<file path="src/hw/dsadc_regs.svh">
// register offsets, field positions, reset values and timing counts of the converter control
// ==========================================================================================
// Operation
// - input integration runs fixed clock count
// - switch to reference and clear counter together
// - comparator trip stops counter, count is result
// - setting picks 16-2/3 ms or 20 ms
// - selects one of 16 or 8 inputs
// - result: 14 magnitude, sign, overrange bits
// - analog unit returns polarity and finish pulses
// - phases sequenced by advance and reset pulses
// - each channel uses one of two ranges
// - identification word readable; all inputs disable
// - bits 0-13 magnitude, 14 sign, 15 overrange
// - restart pulse, 2 ms later clear and advance
`ifndef DSADC_REGS_SVH
`define DSADC_REGS_SVH

// ==========================================================================================
// register byte offsets
`define DSADC_CTRL_OFS 8'h00
`define DSADC_RANGE_OFS 8'h04
`define DSADC_CHAN_OFS 8'h08
`define DSADC_STAT_OFS 8'h0C
`define DSADC_DLO_OFS 8'h10
`define DSADC_DHI_OFS 8'h14
`define DSADC_ID_OFS 8'h18

// ==========================================================================================
// field positions
`define DSADC_CTRL_50HZ 0
`define DSADC_CTRL_3WIRE 1
`define DSADC_CTRL_OFF 2
`define DSADC_ST_DONE 0
`define DSADC_ST_ERR 1
`define DSADC_ST_OVRUN 2
`define DSADC_ST_BUSY 3
`define DSADC_ST_ACTIVE 4
`define DSADC_RES_SIGN 14
`define DSADC_RES_OVR 15
`define DSADC_MAG_W 14
`define DSADC_CTRL_RST 3'h0
`define DSADC_RANGE_RST 16'h0000

// ==========================================================================================
// timing: figures in ns, counts derived at 100 ns clock
`define DSADC_CLK_NS 100
`define DSADC_T60_NS 16666667
`define DSADC_T50_NS 20000000
`define DSADC_RESTART_NS 2000000
`define DSADC_GAP_NS 4000
`define DSADC_PULSE_NS 1000
`define DSADC_T60_CYC (`DSADC_T60_NS / `DSADC_CLK_NS)
`define DSADC_T50_CYC (`DSADC_T50_NS / `DSADC_CLK_NS)
`define DSADC_RESTART_CYC ((`DSADC_RESTART_NS + `DSADC_CLK_NS - 1) / `DSADC_CLK_NS)
`define DSADC_GAP_CYC ((`DSADC_GAP_NS + `DSADC_CLK_NS - 1) / `DSADC_CLK_NS)
`define DSADC_PULSE_CYC ((`DSADC_PULSE_NS + `DSADC_CLK_NS - 1) / `DSADC_CLK_NS)

`endif

</file>
<file path="src/hw/dsadc_pkg.sv">
// types shared by the converter control design
package dsadc_pkg;
   // ======================================================================================
   // conversion sequencer states
   typedef enum logic [2:0] {
      S_IDLE,
      S_RESTART,
      S_INT_IN,
      S_GAP,
      S_INT_REF
   } dsadc_state_type;
endpackage

</file>
<file path="src/hw/dsadc_top.sv">
// dual-slope converter control: bus registers, conversion sequencer and analog unit drive
//
// The address map and register access over AHB-Lite were left to the implementer.
`timescale 1ns/1ps
`include "dsadc_regs.svh"
module dsadc_top #(
   parameter int unsigned INT60_CYC = `DSADC_T60_CYC,
   parameter int unsigned INT50_CYC = `DSADC_T50_CYC,
   parameter int unsigned RESTART_CYC = `DSADC_RESTART_CYC,
   parameter logic [7:0] ID_TWO_WIRE = 8'hA5,  // arbitrary value
   parameter logic [7:0] ID_THREE_WIRE = 8'h5A // arbitrary value
) (
   input wire logic SYS_CLK,
   input wire logic NRST,
   input wire logic HSEL,
   input wire logic [31:0] HADDR,
   input wire logic [1:0] HTRANS,
   input wire logic HWRITE,
   input wire logic [2:0] HSIZE,
   input wire logic [31:0] HWDATA,
   input wire logic HREADY,
   output logic [31:0] HRDATA,
   output logic HREADYOUT,
   output logic HRESP,
   input wire logic POLARITY_PULSE,
   input wire logic FINISH_PULSE,
   output logic PHASE_ADVANCE_PULSE,
   output logic ADC_RESET_PULSE,
   output logic [3:0] MUX_SEL,
   output logic MUX_EN,
   output logic RANGE_SEL
);
   localparam int CW = 18;
   localparam int unsigned GAP_CYC = `DSADC_GAP_CYC;
   localparam logic [CW-1:0] FULL_CNT = CW'(1 << `DSADC_MAG_W);

   // ======================================================================================
   // bus front end
   logic wr_en;
   logic [7:0] addr;
   logic [31:0] wdata;
   logic [31:0] rdata;

   dsadc_ahb u_ahb (
      .clk(SYS_CLK),
      .rst_n(NRST),
      .hsel(HSEL),
      .haddr(HADDR),
      .htrans(HTRANS),
      .hwrite(HWRITE),
      .hwdata(HWDATA),
      .hready(HREADY),
      .rdata(rdata),
      .wr_en(wr_en),
      .addr(addr),
      .wdata(wdata),
      .hrdata(HRDATA),
      .hreadyout(HREADYOUT),
      .hresp(HRESP)
   );

   // ======================================================================================
   // state declarations
   logic [2:0] ctrl_ff;
   logic [15:0] range_map_ff;
   logic [3:0] last_chan_ff;
   logic [3:0] pend_chan_ff;
   logic pend_ff;
   logic [3:0] act_chan_ff;
   logic [3:0] conv_chan_ff;
   logic [15:0] data_ff;
   logic done_ff;
   logic err_ff;
   logic ovrun_ff;
   logic active_ff;
   logic sign_ff;
   logic [CW-1:0] cnt_ff;
   dsadc_pkg::dsadc_state_type state_ff;
   logic mux_en_ff;
   logic [3:0] mux_sel_ff;
   logic range_sel_ff;

   logic line_50hz;
   logic three_wire;
   logic inputs_off;
   logic [CW-1:0] int_last;
   logic chan_wr;
   logic stat_wr;
   logic chan_bad;
   logic start;
   logic store;
   logic overrange;
   logic adv_req;
   logic rst_req;

   assign line_50hz = ctrl_ff[`DSADC_CTRL_50HZ];
   assign three_wire = ctrl_ff[`DSADC_CTRL_3WIRE];
   assign inputs_off = ctrl_ff[`DSADC_CTRL_OFF];
   assign chan_wr = wr_en & (addr == `DSADC_CHAN_OFS);
   assign stat_wr = wr_en & (addr == `DSADC_STAT_OFS);

   // integration length picked by the line frequency setting
   assign int_last = line_50hz ? CW'(INT50_CYC - 1) : CW'(INT60_CYC - 1);

   // three-wire mode leaves only eight inputs, so bit 3 of the channel is illegal
   assign chan_bad = three_wire & wdata[3];

   // ======================================================================================
   // configuration registers
   always_ff @(posedge SYS_CLK) begin
      if (!NRST) begin
         ctrl_ff <= `DSADC_CTRL_RST;
         range_map_ff <= `DSADC_RANGE_RST;
      end else if (wr_en) begin
         if (addr == `DSADC_CTRL_OFS) begin
            ctrl_ff <= wdata[2:0];
         end
         if (addr == `DSADC_RANGE_OFS) begin
            range_map_ff <= wdata[15:0];
         end
      end
   end

   // ======================================================================================
   // channel request: one channel can wait while another converts
   always_ff @(posedge SYS_CLK) begin
      if (!NRST) begin
         pend_ff <= 1'b0;
         pend_chan_ff <= 4'h0;
         last_chan_ff <= 4'h0;
      end else begin
         if (chan_wr && !chan_bad && !pend_ff) begin
            pend_ff <= 1'b1;
            pend_chan_ff <= wdata[3:0];
            last_chan_ff <= wdata[3:0];
         end else if (start) begin
            pend_ff <= 1'b0;
         end
      end
   end

   // ======================================================================================
   // sequencer transitions
   assign start = (state_ff == dsadc_pkg::S_IDLE) & pend_ff;
   assign overrange = (cnt_ff == FULL_CNT - CW'(1));
   assign store = (state_ff == dsadc_pkg::S_INT_REF) & (FINISH_PULSE | overrange);

   // restart pulse opens each cycle; advances open input, close input and start reference
   assign rst_req = start;
   always_comb begin
      adv_req = 1'b0;
      unique case (state_ff)
         dsadc_pkg::S_RESTART: adv_req = (cnt_ff == CW'(RESTART_CYC - 1));
         dsadc_pkg::S_INT_IN: adv_req = (cnt_ff == int_last);
         dsadc_pkg::S_GAP: adv_req = (cnt_ff == CW'(GAP_CYC - 1));
         dsadc_pkg::S_IDLE, dsadc_pkg::S_INT_REF: adv_req = 1'b0;
      endcase
   end

   // ======================================================================================
   // conversion sequencer and counter
   always_ff @(posedge SYS_CLK) begin
      if (!NRST) begin
         state_ff <= dsadc_pkg::S_IDLE;
         cnt_ff <= '0;
         act_chan_ff <= 4'h0;
      end else begin
         unique case (state_ff)
            dsadc_pkg::S_IDLE: begin
               // counter holds the last result count while idle
               if (start) begin
                  state_ff <= dsadc_pkg::S_RESTART;
                  cnt_ff <= '0;
                  act_chan_ff <= pend_chan_ff;
               end
            end
            dsadc_pkg::S_RESTART: begin
               if (adv_req) begin
                  state_ff <= dsadc_pkg::S_INT_IN;
                  cnt_ff <= '0;
               end else begin
                  cnt_ff <= cnt_ff + CW'(1);
               end
            end
            dsadc_pkg::S_INT_IN: begin
               // fixed count, input stays on the integrator throughout
               if (adv_req) begin
                  state_ff <= dsadc_pkg::S_GAP;
                  cnt_ff <= '0;
               end else begin
                  cnt_ff <= cnt_ff + CW'(1);
               end
            end
            dsadc_pkg::S_GAP: begin
               if (adv_req) begin
                  state_ff <= dsadc_pkg::S_INT_REF;
                  cnt_ff <= '0;
               end else begin
                  cnt_ff <= cnt_ff + CW'(1);
               end
            end
            dsadc_pkg::S_INT_REF: begin
               // comparator trip freezes the count; full scale ends as overrange
               if (store) begin
                  state_ff <= dsadc_pkg::S_IDLE;
               end else begin
                  cnt_ff <= cnt_ff + CW'(1);
               end
            end
         endcase
      end
   end

   // ======================================================================================
   // polarity capture: a pulse near the end of input integration marks a negative input
   always_ff @(posedge SYS_CLK) begin
      if (!NRST) begin
         sign_ff <= 1'b0;
      end else if (start) begin
         sign_ff <= 1'b0;
      end else if (POLARITY_PULSE && (state_ff == dsadc_pkg::S_INT_IN ||
                                      state_ff == dsadc_pkg::S_GAP)) begin
         sign_ff <= 1'b1;
      end
   end

   // ======================================================================================
   // result transfer; while done is still set the held result is kept and the new one lost
   always_ff @(posedge SYS_CLK) begin
      if (!NRST) begin
         data_ff <= 16'h0000;
         conv_chan_ff <= 4'h0;
      end else if (store && !done_ff) begin
         data_ff[`DSADC_MAG_W-1:0] <= cnt_ff[`DSADC_MAG_W-1:0];
         data_ff[`DSADC_RES_SIGN] <= sign_ff;
         data_ff[`DSADC_RES_OVR] <= overrange & ~FINISH_PULSE;
         conv_chan_ff <= act_chan_ff;
      end
   end

   // ======================================================================================
   // status flags: write one to clear, a set in the same cycle wins
   always_ff @(posedge SYS_CLK) begin
      if (!NRST) begin
         done_ff <= 1'b0;
         err_ff <= 1'b0;
         ovrun_ff <= 1'b0;
      end else begin
         done_ff <= (store & ~done_ff) |
                    (done_ff & ~(stat_wr & wdata[`DSADC_ST_DONE]));
         err_ff <= (chan_wr & (chan_bad | pend_ff)) |
                   (err_ff & ~(stat_wr & wdata[`DSADC_ST_ERR]));
         ovrun_ff <= (store & done_ff) |
                     (ovrun_ff & ~(stat_wr & wdata[`DSADC_ST_OVRUN]));
      end
   end

   // active from any accepted channel write until the queue drains
   always_ff @(posedge SYS_CLK) begin
      if (!NRST) begin
         active_ff <= 1'b0;
      end else if (chan_wr && !chan_bad && !pend_ff) begin
         active_ff <= 1'b1;
      end else if (state_ff == dsadc_pkg::S_IDLE && !pend_ff) begin
         active_ff <= 1'b0;
      end
   end

   // ======================================================================================
   // analog unit drive: relays, range and isolated control pulses
   always_ff @(posedge SYS_CLK) begin
      if (!NRST) begin
         mux_en_ff <= 1'b0;
         mux_sel_ff <= 4'h0;
         range_sel_ff <= 1'b0;
      end else begin
         // disable opens every relay regardless of the sequencer
         mux_en_ff <= ~inputs_off & (state_ff != dsadc_pkg::S_IDLE);
         mux_sel_ff <= act_chan_ff;
         range_sel_ff <= range_map_ff[act_chan_ff];
      end
   end

   dsadc_pulse #(
      .WIDTH(`DSADC_PULSE_CYC)
   ) u_adv (
      .clk(SYS_CLK),
      .rst_n(NRST),
      .trig(adv_req),
      .pulse(PHASE_ADVANCE_PULSE)
   );

   dsadc_pulse #(
      .WIDTH(`DSADC_PULSE_CYC)
   ) u_rst (
      .clk(SYS_CLK),
      .rst_n(NRST),
      .trig(rst_req),
      .pulse(ADC_RESET_PULSE)
   );

   assign MUX_EN = mux_en_ff;
   assign MUX_SEL = mux_sel_ff;
   assign RANGE_SEL = range_sel_ff;

   // ======================================================================================
   // read multiplexer; unmapped addresses read zero
   always_comb begin
      rdata = 32'h00000000;
      unique case (addr)
         `DSADC_CTRL_OFS: rdata[2:0] = ctrl_ff;
         `DSADC_RANGE_OFS: rdata[15:0] = range_map_ff;
         `DSADC_CHAN_OFS: rdata[7:0] = {conv_chan_ff, last_chan_ff};
         `DSADC_STAT_OFS: rdata[4:0] = {active_ff, pend_ff, ovrun_ff, err_ff, done_ff};
         `DSADC_DLO_OFS: rdata[7:0] = data_ff[7:0];
         `DSADC_DHI_OFS: rdata[7:0] = data_ff[15:8];
         `DSADC_ID_OFS: rdata[7:0] = three_wire ? ID_THREE_WIRE : ID_TWO_WIRE;
         default: rdata = 32'h00000000;
      endcase
   end

   // HSIZE is accepted as word only; narrower sizes act as whole words
   logic unused_size;
   assign unused_size = ^HSIZE;
endmodule // dsadc_top

</file>
<file path="src/hw/dsadc_ahb.sv">
// AHB-Lite slave front end: turns bus transfers into register strobes
`timescale 1ns/1ps
module dsadc_ahb (
   input wire logic clk,
   input wire logic rst_n,
   input wire logic hsel,
   input wire logic [31:0] haddr,
   input wire logic [1:0] htrans,
   input wire logic hwrite,
   input wire logic [31:0] hwdata,
   input wire logic hready,
   input wire logic [31:0] rdata,
   output logic wr_en,
   output logic [7:0] addr,
   output logic [31:0] wdata,
   output logic [31:0] hrdata,
   output logic hreadyout,
   output logic hresp
);
   // ======================================================================================
   // address phase capture
   logic wph_ff;
   logic rph_ff;
   logic [7:0] addr_ff;
   logic hready_ff;
   logic [31:0] hrdata_ff;
   logic hresp_ff;
   logic accept;

   assign accept = hsel & htrans[1] & hready;

   // reads take one wait state so the read data comes straight from a flop
   always_ff @(posedge clk) begin
      if (!rst_n) begin
         wph_ff <= 1'b0;
         rph_ff <= 1'b0;
         addr_ff <= 8'h00;
         hready_ff <= 1'b1;
         hresp_ff <= 1'b0;
      end else begin
         wph_ff <= accept & hwrite;
         rph_ff <= accept & ~hwrite;
         hready_ff <= ~(accept & ~hwrite);
         hresp_ff <= 1'b0; // always OKAY
         if (accept) begin
            addr_ff <= haddr[7:0];
         end
      end
   end

   // read data sampled in the wait cycle, after any earlier write has landed
   always_ff @(posedge clk) begin
      if (!rst_n) begin
         hrdata_ff <= 32'h00000000;
      end else if (rph_ff) begin
         hrdata_ff <= rdata;
      end
   end

   assign wr_en = wph_ff;
   assign addr = addr_ff;
   assign wdata = hwdata;
   assign hrdata = hrdata_ff;
   assign hreadyout = hready_ff;
   assign hresp = hresp_ff;
endmodule // dsadc_ahb

</file>
<file path="src/hw/dsadc_pulse.sv">
// fixed-width pulse stretcher for the isolated control lines
`timescale 1ns/1ps
module dsadc_pulse #(
   parameter int unsigned WIDTH = 10
) (
   input wire logic clk,
   input wire logic rst_n,
   input wire logic trig,
   output logic pulse
);
   // ======================================================================================
   // width counter; a retrigger restarts the width
   logic [7:0] cnt_ff;
   logic out_ff;

   always_ff @(posedge clk) begin
      if (!rst_n) begin
         cnt_ff <= 8'h00;
         out_ff <= 1'b0;
      end else begin
         if (trig) begin
            cnt_ff <= 8'(WIDTH);
         end else if (cnt_ff != 8'h00) begin
            cnt_ff <= cnt_ff - 8'h01;
         end
         out_ff <= trig | (cnt_ff > 8'h01);
      end
   end

   assign pulse = out_ff;
endmodule // dsadc_pulse

</file>
<file path="config.mk">
export PLATFORM = sky130hd
export DESIGN_NAME = dsadc_top
export DESIGN_NICKNAME = d
export VERILOG_FILES = /design/src/hw/dsadc_pkg.sv /design/src/hw/dsadc_top.sv /design/src/hw/dsadc_ahb.sv /design/src/hw/dsadc_pulse.sv
export VERILOG_INCLUDE_DIRS = /design/src /design/src/hw
export SDC_FILE = /design/constraint.sdc
export NUM_CORES = 1
export LEC_CHECK = 0
export ABC_CLOCK_PERIOD_IN_PS = 2100
export BUFFER_PORTS_ARGS = -buffer_cell sky130_fd_sc_hd__buf_2
export CAP_MARGIN = 5
export CORE_MARGIN = 2
export CORE_UTILIZATION = 45
export DETAILED_ROUTE_END_ITERATION = 12
export HOLD_SLACK_MARGIN = 0.06
export PLACE_DENSITY = 0.78
export SLEW_MARGIN = 0
export SYNTH_ARGS = -nofsm -noshare
export SYNTH_HDL_FRONTEND = slang
export SYNTH_SLANG_ARGS = --single-unit
</file>
<file path="constraint.sdc">
create_clock -name SYS_CLK -period 2.1 [get_ports SYS_CLK]
set_input_delay 0 -clock SYS_CLK [delete_from_list [all_inputs] [get_ports SYS_CLK]]
set_output_delay 0 -clock SYS_CLK [all_outputs]
set_load 0.01 [all_outputs]
</file>
==> results of run 1 <==
==> state kept, by name, summed over array words and instances (netlist names), 8 cells and up <==
signal        count
cnt_ff           18
data_ff          16
range_map_ff     16
u_adv.cnt_ff      8
u_ahb.addr        8
u_ahb.hrdata     16
u_rst.cnt_ff      8
==> cells by family (layout without fill, tap and decap cells) <==
family / Yosys count / in the layout
AOI/OAI and AO/OA: 146 / 147
xor gates and xnor gates: 15 / 15
adders and majority gates: 5 / 5
buffers and inverters: 69 / 189
DFF: 125 / 125
muxes: 43 / 43
other: 1 / 17
and+or+nand+nor: 272 / 272
==> critical path, delay by kind of cell (launching register included) <==
family                 cells  cell delay, ps
flip-flops                 1             320
buffers and inverters      2             270
AO/OA/AOI/OAI              5             570
AND/OR/NAND/NOR            2             800
==> routing by layer <==
metal,track usage,vias up,part of all wire
li1,-,2609,-
met1,0.275,2592,0.43
met2,0.369,234,0.48
met3,0.0613,67,0.055
met4,0.103,0,0.040
met5,0,-,0
==> final cells by class <==
cell class,count,area [um^2]
clock buffer,17,425
timing repair buffer,145,1070
multi-input combinational,499,3320
tap,172,215
fill,1014,5000
clock inverter,15,189
inverter,12,45.0
sequential,125,2510
==> power by group through the flow <==
stage | Combinational, mW | Clock [mW] | Sequential (mW)
2_1_floorplan | 0.771 | 0 | 2.69
4_1_cts | 1.00 | 3.06 | 2.67
6_report | 1.10 | 3.03 | 2.68
3_3_place_gp | 0.932 | 0 | 2.71
3_5_place_dp | 0.949 | 0 | 2.72
5_1_grt | 1.23 | 3.18 | 2.69
==> worst min path at each step <==
| stage | startpoint | end | slack [ps] | cells past startpoint |
|---|---|---|---|---|
| floorplan | HWRITE | u_ahb.rph_ff | 80 | 1 |
| global placement | HWRITE | u_ahb.rph_ff | 200 | 2 |
| detailed placement | HWRITE | u_ahb.rph_ff | 190 | 2 |
| CTS | FINISH_PULSE | ovrun_ff | 60 | 3 |
| global route | NRST | state_ff[2] | 70 | 3 |
| finish | NRST | state_ff[2] | 80 | 3 |
==> synthesized netlist by cell type (all sizes together), types with 4 or more instances <==
library cell and count:
o2111ai 9, nor4 8, ha 5, a21oi 17, nand2b 11, nor2 39
mux2i 37, clkbuf 29, xnor2 10, inv 12, o21ai 27, o211ai 7
o41ai 4, o21a 4, o22ai 6, nor3 16, o31ai 5, nand2 93
dfxtp 125, xor2 5, a31oi 4, a21boi 42, and2 14, buf 28
mux4 5, nand4 4, nor2b 30, nand3 36, and3 10, a22oi 8
==> what timing repair did <==
action / 4_1_cts / 5_1_grt
pin swaps: 6 / 6
setup endpoints to repair: 26 / 65
gates resized for setup: 9 / 39
cloned: 0 / 2
setup buffers: 2 / 0
hold endpoints to repair: 39 / 0
hold buffers: 27 / 0
==> qor.log, run 1 <==
[sta] worst-case headroom to the max-slew limit 0.509
[logic_synthesis] share of the synthesized area in the top cell type 0.421
[cells_and_area] Antenna diodes 0
[power] Seq pwr share 0.393
[worst_hold_path] path category of the worst min-delay check input pin to register
[logic_synthesis] number of storage elements in the synthesis netlist 125
[grt] number of antenna violations at the first check in global routing 0
[cts] number of buffers added by the clock tree synthesis step 17
[logic_synthesis] number of warnings reported in the yosys synthesis log 0
[grt] first-pass GRT wire length 25.3 mm
[logic_synthesis] number of enable flip-flop cells after synthesis 0
[power] Switching Share 0.274
[setup_path] CP Cell Sequence or4_1, o21ai_1, a32o_2, o2111ai_2, or2_4, buf_6, buf_6, o2111ai_2, o41ai_2
[power] Max VDD drop 0.588 mV
[setup_path] logic depth of the worst register-to-register path 9
[cells_and_area] final non-filler cell total 985
[logic_synthesis] mux share of post-synthesis cell area 0.0832
[placement] port buffer count 56
[sta] max-slew violation count 0
[placement] half-perimeter wire length after placement 10.1 mm
[logic_synthesis] post-synth top area cell sky130_fd_sc_hd__dfxtp_1
[cts] Clock transition at path regs 60 ps
[route] DRT antenna net count 0
[logic_synthesis] dominant synthesized flop cell sky130_fd_sc_hd__dfxtp_1
[placement] placed instance area 0.00662 mm^2
[setup_path] Critical Path Start cnt_ff[1]
[sta] share of the clock period used by the worst path after layout 0.992
[setup_path] Startpoint Class register
[die] number of placement rows 41
[placement] post-placement worst setup slack -123 ps
[route] DRC errors left 0
[status] run status complete, no violations
[grt] via count of the first global-routing pass 5191
[setup_path] reg2reg end cnt_ff[10]
[logic_synthesis] compound-cell area share of the yosys netlist 0.175
[route] vias per inst 5.59
[cells_and_area] layout cells sized above 1 0.248
[power] switching pwr 1.87 mW
[logic_synthesis] post-synthesis share of cell area spent on xor and xnor gates 0.0221
[setup_path] Worst Path Class, Setup register to register
[logic_synthesis] basic-gate share of the synthesized area counting and, or, nand and nor cells 0.225
[route] count of TritonRoute iterations in the first routing pass 6
[route] wire per inst 16.4 um
[cells_and_area] most frequent standard cell in the layout excluding fill and tap cells sky130_fd_sc_hd__dfxtp_1
[cts] clock insertion delay at the later pin of the skew report 420 ps
[flow_run] number of maximum-capacitance constraint violations 0
[die] overall die area 0.0141 mm^2
[setup_path] Data required, critical path 2400 ps
[cells_and_area] Layout area overhead 30.9%
[sta] highest clock frequency the design can meet 480 MHz
[sta] tightest hold margin 77.9 ps
[power] fraction of power consumed by the clock network 0.445
[die] Die Y-Extent 119 um
[cells_and_area] most frequent cells in the layout sky130_fd_sc_hd__dfxtp_1, sky130_fd_sc_hd__nand2_1, sky130_fd_sc_hd__buf_2, sky130_fd_sc_hd__buf_4, sky130_fd_sc_hd__a21boi_0
[cells_and_area] Final Util 0.609
[logic_synthesis] ranking of synthesized cells by area sky130_fd_sc_hd__dfxtp_1, sky130_fd_sc_hd__mux2i_1, sky130_fd_sc_hd__nand2_1
[cells_and_area] net count reported at finish 881
[setup_path] last element of the critical path cnt_ff[10]
[sta] final hold violations 0
[logic_synthesis] adder-cell area share of the yosys netlist 0.0105
[sta] transition time at the pin with the least slew margin 737 ps
[placement] RD Place Congestion 0.940
[setup_path] slowest CP cell sky130_fd_sc_hd__or4_1
[setup_path] maximum fanout along the worst path 5
[setup_path] maximum single-stage delay on the critical path 490 ps
[route] detailed router's first-iteration violation count 654
[logic_synthesis] post-synthesis cell count 676
[cells_and_area] final design area excluding fillers 0.00777 mm^2
[die] Placeable Area 0.0128 mm^2
[cts] CTS tree yes
[power] internal power 4.94 mW
[logic_synthesis] Post-Syn Area per Cell 8.78 um^2
[route] via count 5502
[die] number of top-level pins 118
[placement] Placed Cells 922
[power] total power consumption of the routed design 6.80 mW
[setup_path] crit path capture type register
[sta] Sum Neg Setup Slack 0 ps
[sta] Final Worst Setup Slack 17.4 ps
[power] Comb power frac 0.162
[logic_synthesis] FFs w/ async S/R, synth 0
[cts] CTS H-tree depth 4
[route] routed wire length 16.1 mm
[logic_synthesis] count of unique library cells instantiated by Yosys 60
[power] Leak Pwr 2.97 nW
[logic_synthesis] combinational family with the most area after synthesis simple AND/OR/NAND/NOR gates
[logic_synthesis] Syn Std Cell Area 0.00594 mm^2
[cts] number of buffers on the longest clock path 2
[power] cell area power density 875 mW/mm^2
[setup_path] arrival time worst endpoint 2380 ps
[grt] largest net degree at the start of global routing 84
[grt] global-route usage over all layers 0.225
[setup_path] worst r2r src cnt_ff[1]
[cts] root buffer selected by CTS sky130_fd_sc_hd__clkbuf_16
[cts] clock sink count 125
[die] initial cell density of the core 0.465
[sta] final setup vio count 0
[sta] final clock skew 7.29 ps
[sta] clock period minus worst slack 2080 ps
[setup_path] minimum setup slack among reg-to-reg paths 20 ps
[grt] overall overflow remaining after global route 0
[logic_synthesis] fraction of the yosys area taken by sequential cells 0.421
[die] chip width 119 um
[sta] unrepaired setup endpoints after global routing true
Power figures use the tool's default switching activity.
==> inputs of run 2 (changes only) <==
--- a/config.mk
+++ b/config.mk
@@ -6,14 +6,13 @@
 export SDC_FILE = /design/constraint.sdc
 export NUM_CORES = 1
 export LEC_CHECK = 0
-export ABC_CLOCK_PERIOD_IN_PS = 2100
+export ABC_CLOCK_PERIOD_IN_PS = 2300
 export BUFFER_PORTS_ARGS = -buffer_cell sky130_fd_sc_hd__buf_2
 export CAP_MARGIN = 5
-export CORE_MARGIN = 2
 export CORE_UTILIZATION = 45
 export DETAILED_ROUTE_END_ITERATION = 12
 export HOLD_SLACK_MARGIN = 0.06
-export PLACE_DENSITY = 0.78
+export PLACE_DENSITY_LB_ADDON = 0.1
 export SLEW_MARGIN = 0
 export SYNTH_ARGS = -nofsm -noshare
 export SYNTH_HDL_FRONTEND = slang
==> constraint.sdc (replaced) <==
create_clock -name SYS_CLK -period 2.3 [get_ports SYS_CLK]
set_input_delay 0 -clock SYS_CLK [delete_from_list [all_inputs] [get_ports SYS_CLK]]
set_output_delay 0 -clock SYS_CLK [all_outputs]
set_load 0.01 [all_outputs]
==> run 2 against run 1 <==
  * Via count is 7.7% lower
  * Sequential share of layout area is 1.6 points higher
  * Global-route usage grew 1.0 points
  * First-iteration DRC count decreased by 50%
  * Routed wire length decreased by 8.4%
==> qor.log, run 2 (synthesis results as in run 1) <==
[grt] number of antenna violations at the first check in global routing 0
[setup_path] CP Cell Sequence or4b_1, nor4_1, nand4_1, or2_4, a31oi_4, buf_4, o41ai_1
[setup_path] slowest CP cell sky130_fd_sc_hd__or4b_1
[die] number of placement rows 41
[sta] final hold violations 0
[power] switching pwr 1.61 mW
[cts] post-CTS setup buffer count 0
[placement] placed instance area 0.00650 mm^2
[sta] unrepaired setup endpoints after global routing false
[cells_and_area] max FFs per register 18
[setup_path] crit path capture type register
[setup_path] arrival time worst endpoint 2440 ps
[placement] port buffer count 56
[cts] root buffer selected by CTS sky130_fd_sc_hd__clkbuf_16
[sta] transition time at the pin with the least slew margin 577 ps
[worst_hold_path] path category of the worst min-delay check input pin to register
[cells_and_area] Antenna diodes 0
[cells_and_area] most frequent cells in the layout sky130_fd_sc_hd__dfxtp_1, sky130_fd_sc_hd__nand2_1, sky130_fd_sc_hd__buf_2, sky130_fd_sc_hd__a21boi_0, sky130_fd_sc_hd__nor2_1
[die] Placeable Area 0.0127 mm^2
[setup_path] Critical Path Start cnt_ff[6]
[power] internal power 4.42 mW
[grt] first-pass GRT wire length 24.2 mm
[route] routed wire length 14.8 mm
[power] Seq pwr share 0.404
[sta] final setup vio count 0
[flow_run] number of maximum-capacitance constraint violations 0
[power] Max VDD drop 0.552 mV
[route] vias per inst 5.28
[die] number of top-level pins 118
[sta] max-slew violation count 0
[status] run status complete, no violations
[setup_path] Data required, critical path 2600 ps
[die] chip width 117 um
[cts] CTS tree yes
[setup_path] Worst Path Class, Setup register to register
[grt] global-route usage over all layers 0.235
[cells_and_area] net count reported at finish 858
[die] Die Y-Extent 117 um
[cts] CTS H-tree depth 4
[setup_path] Startpoint Class register
[route] DRC errors left 0
[route] count of TritonRoute iterations in the first routing pass 5
[cells_and_area] layout cells sized above 1 0.184
[cts] Clock transition at path regs 60 ps
[sta] highest clock frequency the design can meet 466 MHz
[die] overall die area 0.0137 mm^2
[sta] worst-case headroom to the max-slew limit 0.615
[power] cell area power density 817 mW/mm^2
[die] initial cell density of the core 0.467
[cts] number of buffers on the longest clock path 2
[cells_and_area] Layout area overhead 24.4%
[power] Comb power frac 0.150
[sta] Sum Neg Setup Slack 0 ps
[cells_and_area] most frequent standard cell in the layout excluding fill and tap cells sky130_fd_sc_hd__dfxtp_1
[route] via count 5081
[sta] final clock skew 7.69 ps
[setup_path] worst r2r src cnt_ff[6]
[worst_hold_path] origin of the worst min-delay path HTRANS[1]
[sta] clock period minus worst slack 2150 ps
[power] fraction of power consumed by the clock network 0.446
[cells_and_area] final design area excluding fillers 0.00739 mm^2
[route] wire per inst 15.4 um
[cells_and_area] register containing the most flip-flops in the final layout cnt_ff
[placement] RD Place Congestion 0.884
[power] Switching Share 0.267
[sta] share of the clock period used by the worst path after layout 0.933
[grt] largest net degree at the start of global routing 95
[grt] via count of the first global-routing pass 4885
[cts] number of buffers added by the clock tree synthesis step 17
[cts] clock sink count 125
[grt] overall overflow remaining after global route 0
[route] DRT antenna net count 0
[power] Leak Pwr 2.79 nW
[placement] half-perimeter wire length after placement 10.2 mm
[setup_path] maximum single-stage delay on the critical path 560 ps
[setup_path] maximum fanout along the worst path 6
[route] detailed router's first-iteration violation count 326
[cells_and_area] final-layout fill cell count 1109
[cts] clock insertion delay at the later pin of the skew report 420 ps
==> run 2: final timing paths <==
path                            slack, ps             to  cells after the start
worst max-delay path                  150     cnt_ff[10]                      7
worst min-delay path                  130   u_ahb.rph_ff                      4
worst max register to register        150     cnt_ff[10]                      7
worst min register to register        470  u_ahb.addr[1]                      2
==> run 2: routing by layer <==
metal  vias to the layer above  track usage  wire (um)
li1                       2557            -          -
met1                      2409        0.292       6940
met2                       100        0.393       7200
met3                        15       0.0685        463
met4                         0       0.0759        167
met5                         -            0          0
==> run 2: per-stage QoR <==
stage,worst slack (ps),power [mW],cells,hold WS (ps),utilization
floorplan,229,3.16,692,83.2,-
global placement,116,3.29,902,185,0.511
detailed placement,55.5,3.34,902,189,0.511
CTS,18.9,6.08,962,99.8,0.580
global route,44.4,6.33,962,173,0.581
finish,155,6.03,962,128,0.581
==> run 2: what timing repair did <==
item / in CTS / in global routing
hold buffers: 28 / 0
gates resized for setup: 0 / 3
endpoints found under the hold margin: 46 / 0
setup endpoints to repair: 0 / 18
==> run 2: power by group through the flow <==
stage / logic (mW) / clock network [mW] / registers (mW)
floorplan: 0.704 / 0 / 2.46
global placement: 0.827 / 0 / 2.47
detailed placement: 0.858 / 0 / 2.48
CTS: 0.907 / 2.74 / 2.43
global route: 1.03 / 2.85 / 2.45
finish: 0.905 / 2.69 / 2.44
==> run 2: layout make-up <==
class / count / area (um^2) / share of cell area
Timing Repair Buffer: 123 / 891 / 0.121
Sequential cell: 125 / 2500 / 0.339
Clock buffer: 21 / 470 / 0.0637
Multi-Input combinational cell: 498 / 3130 / 0.424
Clock inverter: 11 / 133 / 0.0180
Inverter: 12 / 45.0 / 0.00610
Tap cell: 172 / 215 / 0.0291
==> run 2: worst max-delay path: cells and delay by family, from the launching register on <==
family / cells / cell delay, ps
simple gates: 4 / 1290
buf+inv: 1 / 170
flops: 1 / 310
compound gates: 2 / 260
==> inputs of run 3 (changes only) <==
--- a/config.mk
+++ b/config.mk
@@ -6,12 +6,11 @@
 export SDC_FILE = /design/constraint.sdc
 export NUM_CORES = 1
 export LEC_CHECK = 0
-export ABC_CLOCK_PERIOD_IN_PS = 2300
+export ABC_CLOCK_PERIOD_IN_PS = 2050
 export BUFFER_PORTS_ARGS = -buffer_cell sky130_fd_sc_hd__buf_2
 export CAP_MARGIN = 5
 export CORE_UTILIZATION = 45
 export DETAILED_ROUTE_END_ITERATION = 12
-export HOLD_SLACK_MARGIN = 0.06
 export PLACE_DENSITY_LB_ADDON = 0.1
 export SLEW_MARGIN = 0
 export SYNTH_ARGS = -nofsm -noshare
==> constraint.sdc (replaced) <==
create_clock -name SYS_CLK -period 2.05 [get_ports SYS_CLK]
set_input_delay 0 -clock SYS_CLK [delete_from_list [all_inputs] [get_ports SYS_CLK]]
set_output_delay 0 -clock SYS_CLK [all_outputs]
set_load 0.01 [all_outputs]
==> run 3 against run 2 <==
  * The run now ends with negative setup slack left
  * Total power up 16%
  * Non-clock buffer count up 28
  * Clock power up 20%
  * Utilization up 3.2 points
  * Critical path depth up 1
  * Final area up 5.6%
==> qor.log, run 3 (synthesis results as in run 1) <==
[cells_and_area] final-layout fill cell count 1126
[power] total power consumption of the routed design 6.99 mW
[cts] root buffer selected by CTS sky130_fd_sc_hd__clkbuf_16
[power] Switching Share 0.247
[cells_and_area] footprint of the multi-input gates 0.00324 mm^2
[sta] clock period minus worst slack 2080 ps
[setup_path] maximum single-stage delay on the critical path 530 ps
[setup_path] Buffers & Inverters on Critical Path 1
[setup_path] Data required, critical path 2340 ps
[sta] share of the clock period used by the worst path after layout 1.01
[cells_and_area] max FFs per register 18
[grt] number of antenna violations at the first check in global routing 0
[die] Placeable Area 0.0127 mm^2
[setup_path] crit path capture type register
[power] cell area power density 895 mW/mm^2
[die] Die Y-Extent 117 um
[cells_and_area] register containing the most flip-flops in the final layout cnt_ff
[cts] number of buffers on the longest clock path 2
[die] number of top-level pins 118
[grt] via count of the first global-routing pass 4894
[die] number of placement rows 41
[setup_path] Startpoint Class register
[setup_path] slowest CP cell sky130_fd_sc_hd__or4_4
[cts] CTS tree yes
[grt] overall overflow remaining after global route 0
[route] DRT antenna net count 0
[placement] half-perimeter wire length after placement 10.6 mm
[setup_path] Worst Path Class, Setup register to register
[cts] number of buffers added by the clock tree synthesis step 17
[grt] largest net degree at the start of global routing 106
[cells_and_area] Layout area overhead 31.4%
[route] DRC errors left 0
[grt] global-route usage over all layers 0.237
[cts] Clock transition at path regs 50 ps
[route] vias per inst 5.29
[worst_hold_path] path category of the worst min-delay check input pin to register
[cells_and_area] net count reported at finish 886
[sta] highest clock frequency the design can meet 481 MHz
[placement] placed instance area 0.00667 mm^2
[setup_path] maximum fanout along the worst path 10
[sta] max-slew violation count 0
[die] overall die area 0.0137 mm^2
[cells_and_area] Storage cell area 0.00251 mm^2
[setup_path] arrival time worst endpoint 2370 ps
[placement] RD Place Congestion 0.889
[cells_and_area] most frequent cells in the layout sky130_fd_sc_hd__dfxtp_1, sky130_fd_sc_hd__nand2_1, sky130_fd_sc_hd__buf_4, sky130_fd_sc_hd__buf_2, sky130_fd_sc_hd__a21boi_0
[sta] final setup vio count 8
[status] run status finished with violations
[power] Max VDD drop 0.718 mV
[die] initial cell density of the core 0.467
[cts] clock sink count 125
[grt] first-pass GRT wire length 24.5 mm
[route] count of TritonRoute iterations in the first routing pass 5
[cts] CTS H-tree depth 4
[power] fraction of power consumed by the clock network 0.461
[status] failing checks negative setup slack
[power] internal power 5.26 mW
[sta] Final Worst Setup Slack -26.9 ps
[route] routed wire length 15.3 mm
[cells_and_area] most frequent standard cell in the layout excluding fill and tap cells sky130_fd_sc_hd__dfxtp_1
[route] detailed router's first-iteration violation count 428
[sta] final clock skew 9.04 ps
[sta] final hold violations 0
[placement] port buffer count 56
[power] Comb power frac 0.149
[flow_run] number of maximum-capacitance constraint violations 0
[power] Seq pwr share 0.391
[cells_and_area] final design area excluding fillers 0.00780 mm^2
[cells_and_area] layout cells sized above 1 0.240
[setup_path] CP Cell Sequence or4_4, o21ai_2, a32o_1, o2111ai_2, or2_4, a31oi_4, buf_12, o32ai_1
[cells_and_area] Antenna diodes 0
[power] Leak Pwr 3.01 nW
[route] wire per inst 15.5 um
[cts] clock insertion delay at the later pin of the skew report 420 ps
[power] switching pwr 1.72 mW
[die] chip width 117 um
[setup_path] cell family with most CP delay simple AND/OR/NAND/NOR gates
[sta] unrepaired setup endpoints after global routing true
[route] via count 5237
## run 3: cell count changes in the layout (fill, tap and decap cells not counted), moves of 3 or more
| cell | previous run | this run |
|---|---|---|
| sky130_fd_sc_hd__nor4_1 | 8 | 5 |
| sky130_fd_sc_hd__nor3_2 | 1 | 5 |
| sky130_fd_sc_hd__nor3_1 | 15 | 10 |
| sky130_fd_sc_hd__dfxtp_2 | 1 | 6 |
| sky130_fd_sc_hd__dfxtp_1 | 124 | 119 |
| sky130_fd_sc_hd__buf_4 | 36 | 60 |
| sky130_fd_sc_hd__clkinvlp_4 | 5 | 2 |
| sky130_fd_sc_hd__buf_6 | 0 | 3 |
| sky130_fd_sc_hd__nor4_2 | 0 | 3 |
## run 3: metal layers
metal  GRT usage  vias up  wire length, um
met5           0        -                0
met2       0.389      124             7480
met4      0.0911        0              246
met1       0.297     2465             6910
li1            -     2628                -
met3      0.0654       20              684
## run 3: area by class of cell
| cell class | count | share of cell area |
|---|---|---|
| Clock buffer | 23 | 0.0626 |
| Clock inverter | 9 | 0.0202 |
| Inverter | 12 | 0.00577 |
| Multi-Input combinational cell | 498 | 0.415 |
| Sequential cell | 125 | 0.322 |
| Tap cell | 172 | 0.0276 |
| Timing Repair Buffer | 151 | 0.147 |
## run 3: worst reg2reg max path: cells and delay by family, from the launching register on
| kind | cells | cell delay (ps) |
|---|---|---|
| DFF | 1 | 310 |
| buffers and inverters | 1 | 150 |
| and+or+nand+nor | 2 | 820 |
| AOI/OAI and AO/OA | 5 | 680 |
## run 3: final timing paths
path                            cells past startpoint  startpoint  slack, ps     endpoint
worst min-delay path                                4        NRST        110  state_ff[0]
worst max-delay path                                8   cnt_ff[4]        -30    cnt_ff[5]
worst min register to register                      2     sign_ff        470      sign_ff
worst max register to register                      8   cnt_ff[4]        -30    cnt_ff[5]
## run 3: what timing repair did
item                                    CTS  global route
pin swaps                                 5             7
hold buffers                             27             0
endpoints found under the setup margin   45            66
gates cloned                              1             1
endpoints found under the hold margin    38             0
gates resized for setup                  15            18
setup buffers                             2             1
## run 3: power by group through the flow
stage | Combinational [mW] | Sequential (mW) | Clock [mW]
floorplan | 0.790 | 2.76 | 0
global placement | 0.952 | 2.77 | 0
detailed placement | 0.987 | 2.78 | 0
CTS | 1.04 | 2.73 | 3.29
global route | 1.17 | 2.75 | 3.41
finish | 1.04 | 2.73 | 3.22
## run 3: per-stage QoR
step            util  hold WS [ps]  cells  TNS, ps  setup WS (ps)
6_report       0.613           113    990    -93.7          -26.9
5_1_grt        0.613           147    990    -1510           -112
4_1_cts        0.605          96.7    988     -149          -29.4
3_5_place_dp   0.524           189    926    -3960           -152
3_3_place_gp   0.524           183    926    -3100           -141
2_1_floorplan      -          83.2    692    -17.0          -16.0
